[src/pkg/dac_serial_regs.vh]
// constants for the quad converter serial load control
`ifndef DAC_SERIAL_REGS_VH
`define DAC_SERIAL_REGS_VH
`define WORD_BITS        12
`define CODE_BITS        8
`define BIT_ALL_SLEEP    11
`define BIT_SEL_SLEEP    10
`define BIT_SEL_HI       9
`define BIT_SEL_LO       8
`define CODE_MSB         7
`define CODE_LSB         0
`define CHANNELS         4
`define SEL_BITS         2
`define CODE_ZERO        8'h00
`define SYNC_ZERO        3'h0
`endif

[src/core/pin_sync.v]
// three-stage synchroniser with agreement filter for one pin
module pin_sync #(
  parameter RESET_LEVEL = 1'b1
) (
  input  wire i_clock,
  input  wire i_nrst,
  input  wire i_pin,
  output reg  o_level
);
  reg s1_ff;
  reg s2_ff;
  reg s3_ff;
  // first stage feeds only the second
  always @(posedge i_clock or negedge i_nrst) begin
    if (!i_nrst) begin
      s1_ff   <= RESET_LEVEL;
      s2_ff   <= RESET_LEVEL;
      s3_ff   <= RESET_LEVEL;
      o_level <= RESET_LEVEL;
    end else begin
      s1_ff <= i_pin;
      s2_ff <= s1_ff;
      s3_ff <= s2_ff;
      if (s2_ff == s3_ff) begin
        o_level <= s3_ff;
      end
    end
  end
endmodule

[src/core/dac_serial_ctrl.v]
// serial load control of a quad 8-bit voltage-output converter
`include "dac_serial_regs.vh"
//
// Contract
// - 12-bit word MSB first: all sleep, selected sleep, two select bits, 8-bit code.
// - all-channel sleep bit low powers down every channel, outputs high impedance.
// - selected sleep bit low powers down only the addressed channel.
// - code bits go into exactly one input register, the selected one.
// - select 00 is A, 01 B, 10 C, 11 D; high bit first.
// - chip select rising, clock low, strobe and clear high: update addressed register.
// - chip select high and strobe low: all input registers copied to output registers.
// - strobe is level sensitive; output registers follow while low, hold when high. The code follows only while chip select is also high.
// - chip select low: shift one bit per serial clock rise; ignore edges otherwise.
// - clear low zeroes input and output registers; shifter untouched.
module dac_serial_ctrl #(
  parameter WORD_BITS = `WORD_BITS,
  parameter CODE_BITS = `CODE_BITS,
  parameter CHANNELS  = `CHANNELS
) (
  input  wire                           i_clock,
  input  wire                           i_nrst,
  input  wire                           i_serial_clk,
  input  wire                           i_chip_select_n,
  input  wire                           i_serial_in_or_sleep,
  input  wire                           i_output_update_strobe_n,
  input  wire                           i_zero_all_n,
  output reg  [CHANNELS*CODE_BITS-1:0]  o_input_regs,
  output reg  [CHANNELS*CODE_BITS-1:0]  o_dac_regs,
  output reg  [CHANNELS-1:0]            o_channel_awake,
  output reg  [CHANNELS-1:0]            o_out_enable_n,
  output reg  [WORD_BITS-1:0]           o_serial_word_shifter
);
  // ==========================================================
  // local sizes
  localparam SEL_BITS  = `SEL_BITS;
  localparam BANK_BITS = CHANNELS * CODE_BITS;

  // ==========================================================
  // helper functions
  // one-hot lane mask from the select pair, channel a in bit 0
  function [CHANNELS-1:0] chan_mask;
    input [SEL_BITS-1:0] sel_in;
    chan_mask = {{(CHANNELS-1){1'b0}}, 1'b1} << sel_in;
  endfunction

  // awake pattern a transferred word leaves behind; a word for one channel
  // also wakes the others unless its all-sleep bit is low, so a stray all-sleep is undone by any later word with that bit high
  function [CHANNELS-1:0] awake_after;
    input                all_on;
    input                sel_on;
    input [CHANNELS-1:0] mask_in;
    if (!all_on) begin
      awake_after = {CHANNELS{1'b0}};
    end else begin
      awake_after = (~mask_in) | (mask_in & {CHANNELS{sel_on}});
    end
  endfunction

  // input bank with the masked lane replaced by a new code
  function [BANK_BITS-1:0] bank_write;
    input [BANK_BITS-1:0] bank;
    input [CHANNELS-1:0]  mask_in;
    input [CODE_BITS-1:0] code_in;
    integer k;
    begin
      bank_write = bank;
      for (k = 0; k < CHANNELS; k = k + 1) begin
        if (mask_in[k]) begin
          bank_write[k*CODE_BITS +: CODE_BITS] = code_in;
        end
      end
    end
  endfunction

  // ==========================================================
  // pin synchronisers
  // every pin is asynchronous, so each passes four flip-flops, three stages and the filter; the price
  // is four to five clocks of lag on every event
  wire sclk;
  wire cs_n;
  wire sdi;
  wire ld_n;
  wire clr_n;

  pin_sync #(
    .RESET_LEVEL (1'b0)
  ) u_sclk (
    .i_clock (i_clock),
    .i_nrst  (i_nrst),
    .i_pin   (i_serial_clk),
    .o_level (sclk)
  );

  pin_sync #(
    .RESET_LEVEL (1'b1)
  ) u_cs (
    .i_clock (i_clock),
    .i_nrst  (i_nrst),
    .i_pin   (i_chip_select_n),
    .o_level (cs_n)
  );

  pin_sync #(
    .RESET_LEVEL (1'b0)
  ) u_sdi (
    .i_clock (i_clock),
    .i_nrst  (i_nrst),
    .i_pin   (i_serial_in_or_sleep),
    .o_level (sdi)
  );

  pin_sync #(
    .RESET_LEVEL (1'b1)
  ) u_ld (
    .i_clock (i_clock),
    .i_nrst  (i_nrst),
    .i_pin   (i_output_update_strobe_n),
    .o_level (ld_n)
  );

  pin_sync #(
    .RESET_LEVEL (1'b1)
  ) u_clr (
    .i_clock (i_clock),
    .i_nrst  (i_nrst),
    .i_pin   (i_zero_all_n),
    .o_level (clr_n)
  );

  // ==========================================================
  // edge detect
  // reset values match the idle pin levels so no false edge follows reset
  reg  sclk_d_ff;
  reg  cs_d_ff;
  wire sclk_rise;
  wire cs_rise;

  always @(posedge i_clock or negedge i_nrst) begin
    if (!i_nrst) begin
      sclk_d_ff <= 1'b0;
      cs_d_ff   <= 1'b1;
    end else begin
      sclk_d_ff <= sclk;
      cs_d_ff   <= cs_n;
    end
  end

  assign sclk_rise = sclk & ~sclk_d_ff;
  assign cs_rise   = cs_n & ~cs_d_ff;

  // ==========================================================
  // serial word shifter
  // clear does not reach here, so a word in flight survives a clear
  reg [WORD_BITS-1:0] nxt_shifter;

  always @* begin
    nxt_shifter = o_serial_word_shifter;
    if (!cs_n && sclk_rise) begin
      nxt_shifter = {o_serial_word_shifter[WORD_BITS-2:0], sdi};
    end
  end

  always @(posedge i_clock or negedge i_nrst) begin
    if (!i_nrst) begin
      o_serial_word_shifter <= {WORD_BITS{1'b0}};
    end else begin
      o_serial_word_shifter <= nxt_shifter;
    end
  end

  // ==========================================================
  // word fields
  wire                 all_on;
  wire                 sel_on;
  wire [SEL_BITS-1:0]  sel;
  wire [CODE_BITS-1:0] code;
  wire [CHANNELS-1:0]  mask;
  wire                 take;
  wire                 load_level;

  assign all_on     = o_serial_word_shifter[`BIT_ALL_SLEEP];
  assign sel_on     = o_serial_word_shifter[`BIT_SEL_SLEEP];
  assign sel        = {o_serial_word_shifter[`BIT_SEL_HI], o_serial_word_shifter[`BIT_SEL_LO]};
  assign code       = o_serial_word_shifter[`CODE_MSB:`CODE_LSB];
  assign mask       = chan_mask(sel);
  // select rise is refused while the serial clock is high, the strobe low or clear low
  assign take       = cs_rise & ~sclk & ld_n & clr_n;
  assign load_level = cs_n & ~ld_n;

  // ==========================================================
  // next register contents
  // clear acts on the filtered level, so it lands a few clocks late but never on a glitch
  reg [BANK_BITS-1:0] nxt_input;
  reg [BANK_BITS-1:0] nxt_dac;
  reg [CHANNELS-1:0]  nxt_awake;

  always @* begin
    nxt_input = o_input_regs;
    if (!clr_n) begin
      nxt_input = {BANK_BITS{1'b0}};
    end else if (take) begin
      nxt_input = bank_write(o_input_regs, mask, code);
    end
  end

  always @* begin
    nxt_dac = o_dac_regs;
    if (!clr_n) begin
      nxt_dac = {BANK_BITS{1'b0}};
    end else if (load_level) begin
      nxt_dac = o_input_regs;
    end
  end

  always @* begin
    nxt_awake = o_channel_awake;
    if (take) begin
      nxt_awake = awake_after(all_on, sel_on, mask);
    end
  end

  // ==========================================================
  // registers
  always @(posedge i_clock or negedge i_nrst) begin
    if (!i_nrst) begin
      o_input_regs <= {BANK_BITS{1'b0}};
      o_dac_regs   <= {BANK_BITS{1'b0}};
    end else begin
      o_input_regs <= nxt_input;
      o_dac_regs   <= nxt_dac;
    end
  end

  // the enable is registered beside the awake bit rather than decoded from it,
  // so both change on the same edge with no decode glitch on the pin
  always @(posedge i_clock or negedge i_nrst) begin
    if (!i_nrst) begin
      o_channel_awake <= {CHANNELS{1'b1}};
      o_out_enable_n  <= {CHANNELS{1'b0}};
    end else begin
      o_channel_awake <= nxt_awake;
      o_out_enable_n  <= ~nxt_awake;
    end
  end
endmodule

[config.mk]
export PLATFORM = sky130hd
export DESIGN_NAME = dac_serial_ctrl
export DESIGN_NICKNAME = d
export VERILOG_FILES = /design/src/core/pin_sync.v /design/src/core/dac_serial_ctrl.v
export VERILOG_INCLUDE_DIRS = /design/src /design/src/pkg
export SDC_FILE = /design/constraint.sdc
export NUM_CORES = 1
export LEC_CHECK = 0
export ABC_AREA = 1
export BUFFER_PORTS_ARGS = -buffer_cell sky130_fd_sc_hd__buf_4
export CORE_MARGIN = 2
export CORE_UTILIZATION = 49
export CTS_BUF_LIST = sky130_fd_sc_hd__clkbuf_16
export DETAILED_ROUTE_END_ITERATION = 16
export HOLD_SLACK_MARGIN = 0.05
export PLACE_DENSITY = 0.76
export SYNTH_ARGS = -nofsm -noshare
export SYNTH_HDL_FRONTEND = slang
export SYNTH_SLANG_ARGS = --single-unit
[constraint.sdc]
create_clock -name i_clock -period 1.4 [get_ports i_clock]
set_input_delay 0.28 -clock i_clock [delete_from_list [all_inputs] [get_ports i_clock]]
set_output_delay 0.28 -clock i_clock [all_outputs]
set_load 0.02 [all_outputs]
==> flow_metrics.py <==
metrics = {
    "clocking": {
        "cts_buffer_depth": 2,
        "insertion_delay_ps": 350,
        "htree_levels": 3,
        "path_clk_slew_ps": 70,
        "tritoncts": "yes",
        "numCtsBuffers": 9,
        "cts_root_buffer": "clkbuf_16",
        "clock-sinks": 106,
    },
    "grt": {
        "grt_max_degree": 30,
        "grt_antenna_before_repair": 0,
        "grt_use_met2_pct": 37.3,
        "overflow": 0,
        "grt_pass1_vias": 3463,
        "grt.total_usage_pct": 22.3,
        "gr-max-usage-layer": "met2",
        "use_met3_pct": 3.45,
        "grt.met1_usage_pct": 29.8,
        "grt_pass1_wl_um": 17000,
    },
    "place": {
        "dpl.hpwl_um": 7030,
        "place_ws_ps": 9.83,
        "place_inst": 698,
        "gp_congestion": 0.826,
        "io_buffers": 90,
        "place_area_sq_um": 5240,
    },
    "logic_synthesis": {
        "ys_ff_latch": 106,
        "synth.distinct_cells": 13,
        "ys_seq_area_share_pct": 62.2,
        "syn_inst": 495,
        "yosys_warnings": 0,
        "synth_area_sq_um": 4300,
        "avgSynthCellArea_sq_um": 8.68,
        "syn_nets": 502,
    },
    "worst_setup_path": {
        "crit_path_end_kind": "register",
        "critPathLaunchType": "register",
        "crit_fanout": 8,
        "required_ps": 1640,
        "cp.arrival_ps": 1580,
        "critical_path_class": "reg -> reg",
    },
    "final_layout": {
        "final_cell_count_no_fill": 726,
        "insertedDiodeCount": 0,
        "nNetsFinal": 620,
        "final_area_sq_um": 5720,
        "synthToLayoutAreaGrowth_pct": 33.0,
        "drive_above_1_share_pct": 26.7,
    },
    "sta": {
        "rsz0062_at_grt": "no",
        "period_share_pct": 96.3,
        "tightest_slew_ps": 429,
        "finClkSkew_ps": 7.64,
        "slew_viol_final": 0,
        "setup_viol": 0,
        "holdWs_ps": 354,
        "worst_slack_ps": 51.4,
        "hold_viol": 0,
        "max_clock_freq_ghz": 0.742,
        "post-route-min-period_ps": 1350,
        "max_slew_margin_pct": 71.4,
    },
    "route": {
        "initialDrtViolationCount": 143,
        "via_per_inst": 4.85,
        "drtAntennaViolNets": 0,
        "wirelength_um": 10200,
        "wl_per_cell_um": 14.0,
        "first_pass_iters": 4,
        "drc": 0,
        "dr_total_vias": 3521,
    },
    "die": {
        "fp.dieW_um": 97.7,
        "rows": 34,
        "start_util_pct": 50.0,
        "die_h_um": 97.7,
        "ios": 91,
        "die_area_sq_um": 9540,
        "core_sq_um": 8590,
    },
    "pwr": {
        "peakVddDrop_uv": 778,
        "p_leak_nw": 3.19,
        "powerDensity_nw_per_um2": 1220,
        "report.power.total_mw": 6.95,
    },
    "min_path": {
        "min_path_type": "reg -> reg",
    },
    "status": {
        "status": "finished, final reports clean",
    },
    "flow_run": {
        "maxCapViolations": 0,
    },
}
sequential cells by signal, indices dropped and copies added (netlist names), 4 cells and up, named ones only:
| register | cells |
|---|---|
| o_dac_regs | 32 |
| o_input_regs | 32 |
| o_serial_word_shifter | 12 |
| o_out_enable_n | 4 |
power breakdown:
part	total [mW]	internal [mW]	switching [mW]
clock network	2.60	1.44	1.16
logic	0.972	0.357	0.615
registers	3.38	3.22	0.153
what timing repair did:
item                                   CTS  global route
resized for setup                        1             9
hold buffers                             6             0
pin swaps                                0             1
setup buffers                            3             3
endpoints found under the hold margin   23             0
setup endpoints to repair                7            44
area by class of cell:
type	count	area, sq um
fill	681	2880
sequential	106	2670
tap	108	135
clock inverter	5	40.0
multi-input combinational	285	1240
clock buffer	11	275
timing repair buffer	125	1030
inverter	86	323
worst max-delay path, stage by stage (launching register included):
cell     delay (ps)
dfstp_2         570
nand2_1         110
nor2_4          130
buf_4           160
nand2_2         110
nand2_1         100
nand2_1          60
logic make-up after synthesis:
family	share of synthesized area (%)
DFF	62.2
and+or+nand+nor	22.5
AOI/OAI and AO/OA	4.66
buffers and inverters	9.43
adders and majority gates	1.16
through the flow:
step,TNS (ps),utilization (%)
after global routing,0,66.5
after CTS,-34.4,65.8
after detailed placement,0,61.0
after floorplan,0,-
final,0,66.5
after global placement,0,61.0
cells in the final DEF, fill, tap and decap left out:
cell           synthesis  layout
o21ai_0               40      39
nor2_2                 3       4
dlygate4sd3_1          0       6
nand2_2                0       4
o21ai_2                0       1
nor2_1                 5       4
clkinv_1               0       1
maj3_1                 5       5
buf_12                 0       5
clkinvlp_4             0       1
buf_6                  0       3
inv_1                 85      84
nand2_1              194     189
inv_6                  0       2
buf_4                  0     111
nand2_4                0       1
clkbuf_16              0      11
nand3_1               36      36
inv_8                  0       1
nor2_4                 2       2
dfstp_2               17      17
inv_2                  1       2
dfrtp_1               89      89
final timing paths:
| kind | from | endpoint | slack (ps) | depth (start not counted) |
|---|---|---|---|---|
| max | u_cs.o_level$_DFFE_PN1N_ | o_input_regs[27]$_DFFE_PN0P_ | 50 | 6 |
| min | u_sdi.s1_ff$_DFF_PN0_ | u_sdi.s2_ff$_DFF_PN0_ | 350 | 0 |
| max reg2reg | u_cs.o_level$_DFFE_PN1N_ | o_input_regs[27]$_DFFE_PN0P_ | 50 | 6 |
| min reg2reg | u_sdi.s1_ff$_DFF_PN0_ | u_sdi.s2_ff$_DFF_PN0_ | 350 | 0 |
| max in group asynchronous | i_nrst | asynchronous set/reset pin | 410 | 3 |
| min in group asynchronous | i_nrst | o_dac_regs[5]$_DFFE_PN0P_ | 410 | 2 |
Yosys cell counts:
library cell | instances | area share (%)
buf_2 | 12 | 1.4
clkbuf_1 | 6 | 0.52
dfrtp_1 | 89 | 52
dfstp_2 | 17 | 10
inv_1 | 85 | 7.4
inv_2 | 1 | 0.087
maj3_1 | 5 | 1.2
nand2_1 | 194 | 17
nand3_1 | 36 | 4.2
nor2_1 | 5 | 0.44
nor2_2 | 3 | 0.44
nor2_4 | 2 | 0.52
o21ai_0 | 40 | 4.7
layer usage:
| metal | up-vias | wire length, um |
|---|---|---|
| li1 | 1722 | - |
| met1 | 1666 | 4300 |
| met2 | 113 | 5090 |
| met3 | 20 | 548 |
| met4 | 0 | 212 |
| met5 | - | 0 |
Note: power is estimated with default switching activity, not from simulation.
